===== config.mk =====
export PLATFORM = sky130hd
export DESIGN_NAME = igpo_top
export DESIGN_NICKNAME = d
export VERILOG_FILES = /design/src/inc/igpo_pkg.sv /design/src/inc/igpo_line_if.sv /design/src/rtl/igpo_filter.sv /design/src/rtl/igpo_top.sv
export VERILOG_INCLUDE_DIRS = /design/src /design/src/inc
export SDC_FILE = /design/constraint.sdc
export NUM_CORES = 1
export LEC_CHECK = 0
export ABC_AREA = 1
export BUFFER_PORTS_ARGS = -buffer_cell sky130_fd_sc_hd__buf_4
export CAP_MARGIN = 0
export CORE_ASPECT_RATIO = 0.75
export CORE_MARGIN = 4
export CORE_UTILIZATION = 40
export CTS_BUF_LIST = sky130_fd_sc_hd__clkbuf_8 sky130_fd_sc_hd__clkbuf_16
export DETAILED_ROUTE_END_ITERATION = 16
export PLACE_DENSITY_LB_ADDON = 0.1
export SYNTH_ARGS = -nofsm -noshare
export SYNTH_HDL_FRONTEND = slang
export SYNTH_SLANG_ARGS = --single-unit

===== constraint.sdc =====
create_clock -name clk -period 2.2 [get_ports clk]
set_clock_uncertainty 0.2 [all_clocks]
set_input_delay 0.11 -clock clk [delete_from_list [all_inputs] [get_ports clk]]
set_output_delay 0.11 -clock clk [all_outputs]
set_load 0.005 [all_outputs]

===== src/inc/igpo_defs.svh =====
// Constants of the serial select and event output block.
// Assumes a 50 MHz clock; included by bare name.
`ifndef IGPO_DEFS_SVH
`define IGPO_DEFS_SVH

`define IGPO_CLK_PERIOD_NS   20
`define IGPO_FILTER_NS       80
`define IGPO_FILTER_CYC      ((`IGPO_FILTER_NS + `IGPO_CLK_PERIOD_NS - 1) / `IGPO_CLK_PERIOD_NS)
`define IGPO_WRITE_MS        5
`define IGPO_WRITE_CYC       ((`IGPO_WRITE_MS * 1000000) / `IGPO_CLK_PERIOD_NS)
`define IGPO_BULK_WRITE_MS   90
`define IGPO_BULK_WRITE_CYC  ((`IGPO_BULK_WRITE_MS * 1000000) / `IGPO_CLK_PERIOD_NS)
`define IGPO_PULSE_US        540
`define IGPO_PULSE_CYC       ((`IGPO_PULSE_US * 1000) / `IGPO_CLK_PERIOD_NS)

`define IGPO_SELECT_CODE     7'h56

`define IGPO_OFS_CFG         8'h00
`define IGPO_OFS_CMD         8'h04
`define IGPO_OFS_STAT        8'h08
`define IGPO_OFS_MASK        8'h0C
`define IGPO_OFS_STATE       8'h10
`define IGPO_OFS_TXD         8'h14
`define IGPO_OFS_RXD         8'h18

`define IGPO_CFG_RST         8'h00
`define IGPO_MASK_RST        5'h00
`define IGPO_TXD_RST         8'h00

`define IGPO_MODE_SESSION    4'h1
`define IGPO_MODE_WIP        4'h2
`define IGPO_MODE_ANSWER     4'h3
`define IGPO_MODE_INTR       4'h4

`define IGPO_CMD_I2C_SESS    0
`define IGPO_CMD_I2C_REL     1
`define IGPO_CMD_RF_SESS     2
`define IGPO_CMD_RF_DESEL    3
`define IGPO_CMD_I2C_WRITE   4
`define IGPO_CMD_RF_WRITE    5
`define IGPO_CMD_ANSWER      6
`define IGPO_CMD_I2C_INTR    7
`define IGPO_CMD_RF_INTR     8
`define IGPO_CMD_RF_MSG      9

`define IGPO_ST_ADDR         0
`define IGPO_ST_BYTE         1
`define IGPO_ST_STOP         2
`define IGPO_ST_WDONE        3
`define IGPO_ST_PDONE        4

`endif


===== src/inc/igpo_pkg.sv =====
// Types of the serial select and event output block.
// Assumes nothing beyond the compile order.
package igpo_pkg;

  typedef enum logic [2:0] {
    IGPO_IDLE,
    IGPO_ADDR,
    IGPO_ADDR_ACK,
    IGPO_WR_BYTE,
    IGPO_WR_ACK,
    IGPO_RD_BYTE,
    IGPO_RD_ACK
  } igpo_state_t;

  typedef logic [3:0] igpo_mode_t;

endpackage


===== src/inc/igpo_line_if.sv =====
// Filtered serial lines passed from the input filter to the core.
// Assumes both ends run on the same clock.
`timescale 1ns/1ps
interface igpo_line_if;
  logic scl;
  logic sda;
  modport filt (output scl, output sda);
  modport core (input scl, input sda);
endinterface


===== src/rtl/igpo_filter.sv =====
// Two-line synchroniser and glitch filter for the serial pins.
// Assumes pins are asynchronous to clk and idle high.
`timescale 1ns/1ps
`include "igpo_defs.svh"
module igpo_filter #(
  parameter int FILT_CYC = `IGPO_FILTER_CYC
) (
  input  wire logic   clk,        // System clock
  input  wire logic   reset_n,    // Async reset, active low
  input  wire logic   scl_pin,    // Raw clock pin
  input  wire logic   sda_pin,    // Raw data pin
  igpo_line_if.filt   lines       // Filtered levels
);
  logic [1:0] meta_r;
  logic [1:0] sync_r;
  logic [1:0] out_r;
  logic [3:0] cnt_r [2];

  always_ff @(posedge clk or negedge reset_n) begin
    if (!reset_n) begin
      meta_r <= 2'h3;
      sync_r <= 2'h3;
    end else begin
      meta_r <= {sda_pin, scl_pin};
      sync_r <= meta_r;
    end
  end

  // Level changes only after it differs for more than FILT_CYC samples
  for (genvar i = 0; i < 2; i++) begin : g_ch
    always_ff @(posedge clk or negedge reset_n) begin
      if (!reset_n) begin
        cnt_r[i] <= 4'h0;
        out_r[i] <= 1'b1;
      end else if (sync_r[i] == out_r[i]) begin
        cnt_r[i] <= 4'h0;
      end else if (cnt_r[i] == 4'(FILT_CYC)) begin
        cnt_r[i] <= 4'h0;
        out_r[i] <= sync_r[i];
      end else begin
        cnt_r[i] <= cnt_r[i] + 4'h1;
      end
    end
  end

  assign lines.scl = out_r[0];
  assign lines.sda = out_r[1];
endmodule


===== src/rtl/igpo_top.sv =====
// Serial slave select logic with a configurable open-drain event output.
// Assumes an APB master on clk, and serial pins with external pull-ups.
//
// Local design decisions: the APB slave port and the placing of the registers.
`timescale 1ns/1ps
`include "igpo_defs.svh"
// Notes on behaviour
// - The select byte must carry the fixed pattern in b7..b1 and the direction in b0, else it is ignored.
// - Every serial byte, the select byte included, moves most significant bit first.
// - The low nibble of the output setting picks the wired event and the high nibble the contactless event.
// - In session mode the output is low while the chosen side holds a session, released on release or deselect.
// - In write mode the output is low for the 5 ms programming time of an update, then released.
// - In wired answer mode the output goes low once an answer is computed and ready to fetch.
// - In wired answer and wired interrupt modes the output is released when a matching select byte has been received.
// - In contactless message mode the output is low while an update changes the message.
// - An interrupt command pulls the output low, wired until the next command, contactless for 540 us.
// - A page takes up to 5 ms and a bulk write up to 90 ms, and the master allows for it; the code times every update as one 5 ms page.
// - Pulses of 80 ns or less on the serial inputs are ignored.
module igpo_top #(
  parameter int WRITE_CYC = `IGPO_WRITE_CYC,
  parameter int PULSE_CYC = `IGPO_PULSE_CYC,
  parameter int FILT_CYC  = `IGPO_FILTER_CYC
) (
  input  wire logic        clk,              // 50 MHz clock
  input  wire logic        reset_n,          // Async reset, active low
  input  wire logic        psel,             // APB select
  input  wire logic        penable,          // APB enable
  input  wire logic        pwrite,           // APB direction
  input  wire logic [7:0]  paddr,            // APB byte address
  input  wire logic [31:0] pwdata,           // APB write data
  output logic      [31:0] prdata,           // APB read data
  output logic             pready,           // APB ready
  output logic             pslverr,          // APB error
  output logic             irq,              // Level interrupt
  input  wire logic        scl_in,           // Serial clock pin
  input  wire logic        sda_in,           // Serial data pin level
  output logic             sda_out,          // Serial data drive value
  output logic             sda_oe,           // Serial data drive enable
  output logic             event_output_pin, // Event output drive value
  output logic             event_output_oe   // Event output drive enable
);
  import igpo_pkg::*;

  igpo_line_if lines ();

  igpo_filter #(.FILT_CYC(FILT_CYC)) u_filter (
    .clk     (clk),
    .reset_n (reset_n),
    .scl_pin (scl_in),
    .sda_pin (sda_in),
    .lines   (lines)
  );

  function automatic logic mode_is(input igpo_mode_t m, input logic [3:0] code);
    return m == code;
  endfunction

  // Register state
  logic [7:0]   cfg_r, txd_r, rxd_r;
  logic [4:0]   stat_r, mask_r, stat_set, stat_clr;
  logic [9:0]   cmd_pulse;
  logic [31:0]  prdata_r, rd_nxt;
  logic         pready_r, pslverr_r, irq_r, apb_take, apb_wr, addr_ok;
  // Serial core state
  igpo_state_t  state_r;
  logic [7:0]   sr_r;
  logic [3:0]   bit_cnt_r;
  logic         rw_r, nack_r, sda_oe_r, scl_d_r, sda_d_r;
  logic         scl_rise, scl_fall, start_det, stop_det, addr_match;
  // Event output state
  logic         i2c_sess_r, rf_sess_r, answer_r, i2c_intr_r, rf_msg_r;
  logic [31:0]  i2c_wip_cnt_r, rf_wip_cnt_r, pulse_cnt_r;
  logic         i2c_wip, rf_wip, rf_pulse, low_wired, low_rf, gpo_oe_r, low_level_r;
  igpo_mode_t   mode_w, mode_rf;

  // APB slave: one wait state, write and read taken on the pready edge
  assign apb_take = psel & penable & pready_r;
  assign apb_wr   = apb_take & pwrite;

  always_comb begin
    addr_ok = 1'b1;
    rd_nxt  = 32'h0;
    unique case (paddr)
      `IGPO_OFS_CFG:   rd_nxt = {24'h0, cfg_r};
      `IGPO_OFS_CMD:   rd_nxt = 32'h0;
      `IGPO_OFS_STAT:  rd_nxt = {27'h0, stat_r};
      `IGPO_OFS_MASK:  rd_nxt = {27'h0, mask_r};
      `IGPO_OFS_STATE: rd_nxt = {21'h0, gpo_oe_r, rf_msg_r, rf_pulse, i2c_intr_r, answer_r,
                                 rf_wip, i2c_wip, rf_sess_r, i2c_sess_r, sda_oe_r, rw_r};
      `IGPO_OFS_TXD:   rd_nxt = {24'h0, txd_r};
      `IGPO_OFS_RXD:   rd_nxt = {24'h0, rxd_r};
      default:         addr_ok = 1'b0;
    endcase
  end

  always_ff @(posedge clk or negedge reset_n) begin
    if (!reset_n) begin
      pready_r  <= 1'b0;
      pslverr_r <= 1'b0;
      prdata_r  <= 32'h0;
    end else begin
      pready_r  <= psel & penable & ~pready_r;
      pslverr_r <= psel & penable & ~pready_r & ~addr_ok;
      if (psel & penable & ~pready_r) begin
        prdata_r <= (!pwrite && addr_ok) ? rd_nxt : 32'h0;
      end
    end
  end

  always_ff @(posedge clk or negedge reset_n) begin
    if (!reset_n) begin
      cfg_r  <= `IGPO_CFG_RST;
      mask_r <= `IGPO_MASK_RST;
      txd_r  <= `IGPO_TXD_RST;
    end else if (apb_wr) begin
      if (paddr == `IGPO_OFS_CFG) cfg_r <= pwdata[7:0];
      if (paddr == `IGPO_OFS_MASK) mask_r <= pwdata[4:0];
      if (paddr == `IGPO_OFS_TXD) txd_r <= pwdata[7:0];
    end
  end

  // Command register bits act as one-cycle events
  assign cmd_pulse = (apb_wr && paddr == `IGPO_OFS_CMD) ? pwdata[9:0] : 10'h0;
  assign stat_clr  = (apb_wr && paddr == `IGPO_OFS_STAT) ? pwdata[4:0] : 5'h0;

  // Sticky status, a new event wins over a clear in the same cycle
  always_ff @(posedge clk or negedge reset_n) begin
    if (!reset_n) begin
      stat_r <= 5'h0;
      irq_r  <= 1'b0;
    end else begin
      stat_r <= (stat_r & ~stat_clr) | stat_set;
      irq_r  <= |(((stat_r & ~stat_clr) | stat_set) & mask_r);
    end
  end

  // Start and stop seen on filtered lines only
  always_ff @(posedge clk or negedge reset_n) begin
    if (!reset_n) begin
      scl_d_r <= 1'b1;
      sda_d_r <= 1'b1;
    end else begin
      scl_d_r <= lines.scl;
      sda_d_r <= lines.sda;
    end
  end

  assign scl_rise  = lines.scl & ~scl_d_r;
  assign scl_fall  = ~lines.scl & scl_d_r;
  assign start_det = lines.scl & scl_d_r & sda_d_r & ~lines.sda;
  assign stop_det  = lines.scl & scl_d_r & ~sda_d_r & lines.sda;
  assign addr_match = (state_r == IGPO_ADDR) && scl_fall && (bit_cnt_r == 4'h8)
                      && (sr_r[7:1] == `IGPO_SELECT_CODE);

  always_ff @(posedge clk or negedge reset_n) begin
    if (!reset_n) begin
      state_r   <= IGPO_IDLE;
      sr_r      <= 8'h0;
      bit_cnt_r <= 4'h0;
      rw_r      <= 1'b0;
      nack_r    <= 1'b0;
      sda_oe_r  <= 1'b0;
      rxd_r     <= 8'h0;
    end else if (start_det) begin
      state_r   <= IGPO_ADDR;
      bit_cnt_r <= 4'h0;
      sda_oe_r  <= 1'b0;
    end else if (stop_det) begin
      state_r  <= IGPO_IDLE;
      sda_oe_r <= 1'b0;
    end else begin
      unique case (state_r)
        IGPO_IDLE: begin
          sda_oe_r <= 1'b0;
        end
        IGPO_ADDR, IGPO_WR_BYTE: begin
          if (scl_rise && bit_cnt_r != 4'h8) begin
            sr_r      <= {sr_r[6:0], lines.sda};
            bit_cnt_r <= bit_cnt_r + 4'h1;
          end else if (scl_fall && bit_cnt_r == 4'h8) begin
            bit_cnt_r <= 4'h0;
            if (state_r == IGPO_WR_BYTE) begin
              rxd_r    <= sr_r;
              sda_oe_r <= 1'b1;
              state_r  <= IGPO_WR_ACK;
            end else if (addr_match) begin
              rw_r     <= sr_r[0];
              sda_oe_r <= 1'b1;
              state_r  <= IGPO_ADDR_ACK;
            end else begin
              state_r <= IGPO_IDLE;
            end
          end
        end
        IGPO_ADDR_ACK: begin
          if (scl_fall) begin
            bit_cnt_r <= 4'h0;
            if (rw_r) begin
              sr_r     <= txd_r;
              sda_oe_r <= ~txd_r[7];
              state_r  <= IGPO_RD_BYTE;
            end else begin
              sda_oe_r <= 1'b0;
              state_r  <= IGPO_WR_BYTE;
            end
          end
        end
        IGPO_WR_ACK: begin
          if (scl_fall) begin
            sda_oe_r <= 1'b0;
            state_r  <= IGPO_WR_BYTE;
          end
        end
        IGPO_RD_BYTE: begin
          if (scl_fall) begin
            if (bit_cnt_r == 4'h7) begin
              sda_oe_r <= 1'b0;
              state_r  <= IGPO_RD_ACK;
            end else begin
              bit_cnt_r <= bit_cnt_r + 4'h1;
              sr_r      <= {sr_r[6:0], 1'b0};
              sda_oe_r  <= ~sr_r[6];
            end
          end
        end
        IGPO_RD_ACK: begin
          if (scl_rise) begin
            nack_r <= lines.sda;
          end else if (scl_fall) begin
            bit_cnt_r <= 4'h0;
            if (nack_r) begin
              state_r <= IGPO_IDLE;
            end else begin
              sr_r     <= txd_r;
              sda_oe_r <= ~txd_r[7];
              state_r  <= IGPO_RD_BYTE;
            end
          end
        end
      endcase
    end
  end

  // Serial and timer events into status
  assign stat_set[`IGPO_ST_ADDR]  = addr_match;
  assign stat_set[`IGPO_ST_BYTE]  = (state_r == IGPO_WR_BYTE) && scl_fall && (bit_cnt_r == 4'h8);
  assign stat_set[`IGPO_ST_STOP]  = stop_det && (state_r != IGPO_IDLE);
  assign stat_set[`IGPO_ST_WDONE] = (i2c_wip_cnt_r == 32'h1) || (rf_wip_cnt_r == 32'h1);
  assign stat_set[`IGPO_ST_PDONE] = (pulse_cnt_r == 32'h1);

  // Session flags
  always_ff @(posedge clk or negedge reset_n) begin
    if (!reset_n) begin
      i2c_sess_r <= 1'b0;
      rf_sess_r  <= 1'b0;
    end else begin
      if (cmd_pulse[`IGPO_CMD_I2C_SESS]) begin
        i2c_sess_r <= 1'b1;
      end else if (cmd_pulse[`IGPO_CMD_I2C_REL]) begin
        i2c_sess_r <= 1'b0;
      end
      if (cmd_pulse[`IGPO_CMD_RF_SESS]) begin
        rf_sess_r <= 1'b1;
      end else if (cmd_pulse[`IGPO_CMD_RF_DESEL]) begin
        rf_sess_r <= 1'b0;
      end
    end
  end

  // Programming timers, one page per update
  always_ff @(posedge clk or negedge reset_n) begin
    if (!reset_n) begin
      i2c_wip_cnt_r <= 32'h0;
      rf_wip_cnt_r  <= 32'h0;
      rf_msg_r      <= 1'b0;
    end else begin
      if (cmd_pulse[`IGPO_CMD_I2C_WRITE]) begin
        i2c_wip_cnt_r <= 32'(WRITE_CYC);
      end else if (i2c_wip_cnt_r != 32'h0) begin
        i2c_wip_cnt_r <= i2c_wip_cnt_r - 32'h1;
      end
      if (cmd_pulse[`IGPO_CMD_RF_WRITE] || cmd_pulse[`IGPO_CMD_RF_MSG]) begin
        rf_wip_cnt_r <= 32'(WRITE_CYC);
      end else if (rf_wip_cnt_r != 32'h0) begin
        rf_wip_cnt_r <= rf_wip_cnt_r - 32'h1;
      end
      if (cmd_pulse[`IGPO_CMD_RF_MSG]) begin
        rf_msg_r <= 1'b1;
      end else if (rf_wip_cnt_r == 32'h1) begin
        rf_msg_r <= 1'b0;
      end
    end
  end

  assign i2c_wip  = i2c_wip_cnt_r != 32'h0;
  assign rf_wip   = rf_wip_cnt_r != 32'h0;
  assign rf_pulse = pulse_cnt_r != 32'h0;

  // Answer ready and wired interrupt end at the next command's select byte
  always_ff @(posedge clk or negedge reset_n) begin
    if (!reset_n) begin
      answer_r   <= 1'b0;
      i2c_intr_r <= 1'b0;
      pulse_cnt_r <= 32'h0;
    end else begin
      if (cmd_pulse[`IGPO_CMD_ANSWER]) begin
        answer_r <= 1'b1;
      end else if (addr_match) begin
        answer_r <= 1'b0;
      end
      if (cmd_pulse[`IGPO_CMD_I2C_INTR]) begin
        i2c_intr_r <= 1'b1;
      end else if (addr_match) begin
        i2c_intr_r <= 1'b0;
      end
      if (cmd_pulse[`IGPO_CMD_RF_INTR]) begin
        pulse_cnt_r <= 32'(PULSE_CYC);
      end else if (rf_pulse) begin
        pulse_cnt_r <= pulse_cnt_r - 32'h1;
      end
    end
  end

  // Nibble select per side
  assign mode_w  = cfg_r[3:0];
  assign mode_rf = cfg_r[7:4];

  always_comb begin
    low_wired = (mode_is(mode_w, `IGPO_MODE_SESSION) && i2c_sess_r)
              | (mode_is(mode_w, `IGPO_MODE_WIP)     && i2c_wip)
              | (mode_is(mode_w, `IGPO_MODE_ANSWER)  && answer_r)
              | (mode_is(mode_w, `IGPO_MODE_INTR)    && i2c_intr_r);
    low_rf    = (mode_is(mode_rf, `IGPO_MODE_SESSION) && rf_sess_r)
              | (mode_is(mode_rf, `IGPO_MODE_WIP)     && rf_wip)
              | (mode_is(mode_rf, `IGPO_MODE_ANSWER)  && rf_msg_r)
              | (mode_is(mode_rf, `IGPO_MODE_INTR)    && rf_pulse);
  end

  // Open drain: enable asserted only to pull low
  always_ff @(posedge clk or negedge reset_n) begin
    if (!reset_n) begin
      gpo_oe_r <= 1'b0;
    end else begin
      gpo_oe_r <= low_wired | low_rf;
    end
  end

  // Drive values are held low in a flop so no pin is ever driven high
  always_ff @(posedge clk or negedge reset_n) begin
    if (!reset_n) begin
      low_level_r <= 1'b0;
    end else begin
      low_level_r <= 1'b0;
    end
  end

  assign prdata           = prdata_r;
  assign pready           = pready_r;
  assign pslverr          = pslverr_r;
  assign irq              = irq_r;
  assign sda_out          = low_level_r;
  assign sda_oe           = sda_oe_r;
  assign event_output_pin = low_level_r;
  assign event_output_oe  = gpo_oe_r;
endmodule


==> flow_metrics.env <==
export IMPL_clkPwrFrac_pct=31.1
export IMPL_fmax_ghz=0.483
export IMPL_seq_area_frac_synth_pct=42.5
export IMPL_hold_path_class="primary input to asynchronous set/reset pin"
export IMPL_synth_top_area_cell="dfrtp_1"
export IMPL_wire_per_inst_um=14.7
export IMPL_place_inst=1915
export IMPL_tightestPinTransition_ns=0.557
export IMPL_synth_distinct_cells=46
export IMPL_num_nets_final=1671
export IMPL_ant_nets=0
export IMPL_clk_pin_slew_ns=0.08
export IMPL_hold_viol=0
export IMPL_synth_seq_cells=184
export IMPL_drc=0
export IMPL_io_buffers=40
export IMPL_setup_tns_ns=0
export IMPL_yosysWarnings=0
export IMPL_final_area_mm2=0.0126
export IMPL_p_switching_w=0.00357
export IMPL_route_vias_total=9722
export IMPL_dr_pass1_iters=6
export IMPL_dp_hpwl_um=22000
export IMPL_status="complete, no violations"
export IMPL_critPathMaxFanout=15
export IMPL_path_class="flop to flop"
export IMPL_grt_pass1_wl_um=47200
export IMPL_wirelength_um=28800
export IMPL_cts_buffer_depth=2
export IMPL_p_per_area_mw_per_mm2=790
export IMPL_rows=51
export IMPL_ir_drop_v=0.000548
export IMPL_synth_most_common_cell="nand2_1"
export IMPL_cts_buffers=17
export IMPL_drive_above_1_share_pct=12.6
export IMPL_drtIter0Drc=642
export IMPL_synth_edf_count=0
export IMPL_clock_sinks=184
export IMPL_fill_cells=2667
export IMPL_fp_coreArea_mm2=0.0264
export IMPL_post_route_min_period_ns=2.07
export IMPL_start_util_pct=41.2
export IMPL_overflow=0
export IMPL_fin_util_pct=47.7
export IMPL_switching_share_pct=36.0
export IMPL_cts_root_buffer="clkbuf_16"
export IMPL_synthArstFlopShare_pct=100
export IMPL_die_width_um=198
export IMPL_slew_headroom_pct=62.9
export IMPL_finalSetupViolations=0
export IMPL_slew_viol_final=0
export IMPL_boundaryPins=86
export IMPL_whs_ns=0.00887
export IMPL_seqPwrFrac_pct=44.6
export IMPL_grt_max_degree=61
export IMPL_end_kind="flop"
export IMPL_power_frac_comb_pct=24.4
export IMPL_synth_area_mm2=0.0109
export IMPL_antenna_cells=0
export IMPL_synth_top_cell_area_share_pct=40.6
export IMPL_cp_arrival_ns=2.21
export IMPL_place_area_mm2=0.0117
export IMPL_leakagePower_nw=6.17
export IMPL_area_growth_pct=15.8
export IMPL_yosys_top_cells_area="dfrtp_1 (41%), nand2_1 (13%), nor2_1 (10%), nand3_1 (6.2%), inv_1 (5.5%)"
export IMPL_routed_via_density=4.95
export IMPL_insertion_delay_ns=0.45
export IMPL_synth_main_ff_cell="dfrtp_1"
export IMPL_cp_required_ns=2.34
export IMPL_synthCells=1509
export IMPL_rsz0062_at_grt="no"
export IMPL_antenna_found_initial=0
export IMPL_synth_common_cells="nand2_1 (388), nor2_1 (289), dfrtp_1 (176), inv_1 (159), nand3_1 (135)"
export IMPL_instances_no_fill=1966
export IMPL_timing_final_crit_share_pct=94.1
export IMPL_avgSynthCellArea_um2=7.19
export IMPL_gp_congestion=0.910
export IMPL_p_int_w=0.00635
export IMPL_die_area_mm2=0.0299
export IMPL_drv_cap=0
export IMPL_grt_usage_pct=19.7
export IMPL_first_global_vias=9099
export IMPL_die_h_um=151
export IMPL_cts_tree="yes"
export IMPL_worstSetupStartpointType="flop"
export IMPL_htreeDepth=4
[sequential cells by signal (all words and copies together), names as in the netlist, 2 cells and up]
register and flops:
bit_cnt_r 4, u_filter.meta_r 2, cfg_r 8, pulse_cnt_r 32, prdata 11, stat_r 5, state_r 3, u_filter.sync_r 2
sr_r 8, u_filter.cnt_r 8, i2c_wip_cnt_r 32, rf_wip_cnt_r 32, mask_r 5, txd_r 8, rxd_r 8
[metal layers]
layer	vias to the layer above	global-route usage [%]	wire length [um]
met5	-	0	0
met4	0	4.16	261
met3	17	3.45	1330
met2	195	28.0	12000
met1	4562	31.2	15300
li1	4948	-	-
[cells in the final DEF, fill, tap and decap left out, types with 5 or more instances in the layout]
master / n
dfstp_2: 8
inv_6: 5
nand3b_1: 7
nor3_2: 5
or2_2: 16
inv_1: 159
o21bai_1: 6
clkbuf_16: 17
conb_1: 23
inv_2: 8
nand2_1: 388
o21ai_2: 8
nor2_2: 11
a21oi_1: 15
buf_4: 83
a31oi_1: 5
dlygate4sd3_1: 18
nor2_1: 284
ha_1: 14
dfrtp_1: 175
xor2_1: 25
nand4_1: 29
nand3_1: 134
o21a_1: 8
nand3_2: 5
a31o_2: 6
nor3_1: 19
o21ai_0: 75
xnor2_1: 13
nor2_4: 5
[power by group through the flow]
| stage | Sequential, W | Combinational, W | Clock [W] |
|---|---|---|---|
| floorplan | 0.00433 | 0.00185 | 0 |
| global placement | 0.00447 | 0.00235 | 0 |
| detailed placement | 0.00447 | 0.00237 | 0 |
| CTS | 0.00442 | 0.00240 | 0.00316 |
| global route | 0.00449 | 0.00280 | 0.00330 |
| finish | 0.00442 | 0.00242 | 0.00309 |
[worst paths after layout]
path / start / to / slack, ns / cells past startpoint
worst min-delay path: reset_n / i2c_wip_cnt_r[13] / 0.009 / 2
worst max-delay path: u_filter.lines.scl / sr_r[6] / 0.13 / 9
min in group clk: paddr[1] / rf_sess_r / 0.03 / 7
worst max register to register: u_filter.lines.scl / sr_r[6] / 0.13 / 9
worst min register to register: u_filter.meta_r[0] / u_filter.sync_r[0] / 0.16 / 0
max in group asynchronous: reset_n / u_filter.sync_r[1] / 1.12 / 3
[critical path, cell delays in order, from the launching register on]
cell and delay (ns):
dfstp_2 0.57, inv_1 0.07, nor2_1 0.18, nand2_1 0.15, nand2_1 0.11, nand2_1 0.06
a21oi_1 0.26, nand2_4 0.19, nand2_1 0.12, o21ai_2 0.05
[through the flow]
stage,power [W],setup slack [ns]
after floorplan,0.00618,0.352
after global placement,0.00682,0.123
after detailed placement,0.00684,0.111
after CTS,0.00998,0.0837
after global routing,0.0106,0.00978
final,0.00992,0.131
[timing repair]
item,CTS,global route
resized for setup,0,13
buffers inserted,0,1
endpoints found under the hold margin,255,0
endpoints found under the setup margin,0,46
hold buffers,18,0
[area by class of cell]
class	count	area, um2	share of cell area, %
clock buffers	17	425	3.39
clock inverters	15	158	1.25
inverters	170	643	5.12
multi-input cells	1130	5400	42.9
flip-flops and latches	184	4620	36.7
well taps	344	430	3.43
repair buffers	106	897	7.14
[kinds of logic after synthesis]
kind of cell	Yosys count	share of synthesized area [%]
AND/OR/NAND/NOR	919	36.6
buffers and inverters	217	8.84
flip-flops	184	42.5
AO/OA/AOI/OAI	135	7.23
XOR/XNOR	38	3.07
adder cells (fa/ha/maj)	15	1.73
other	1	0.0346
Power figures use the tool's default switching activity.
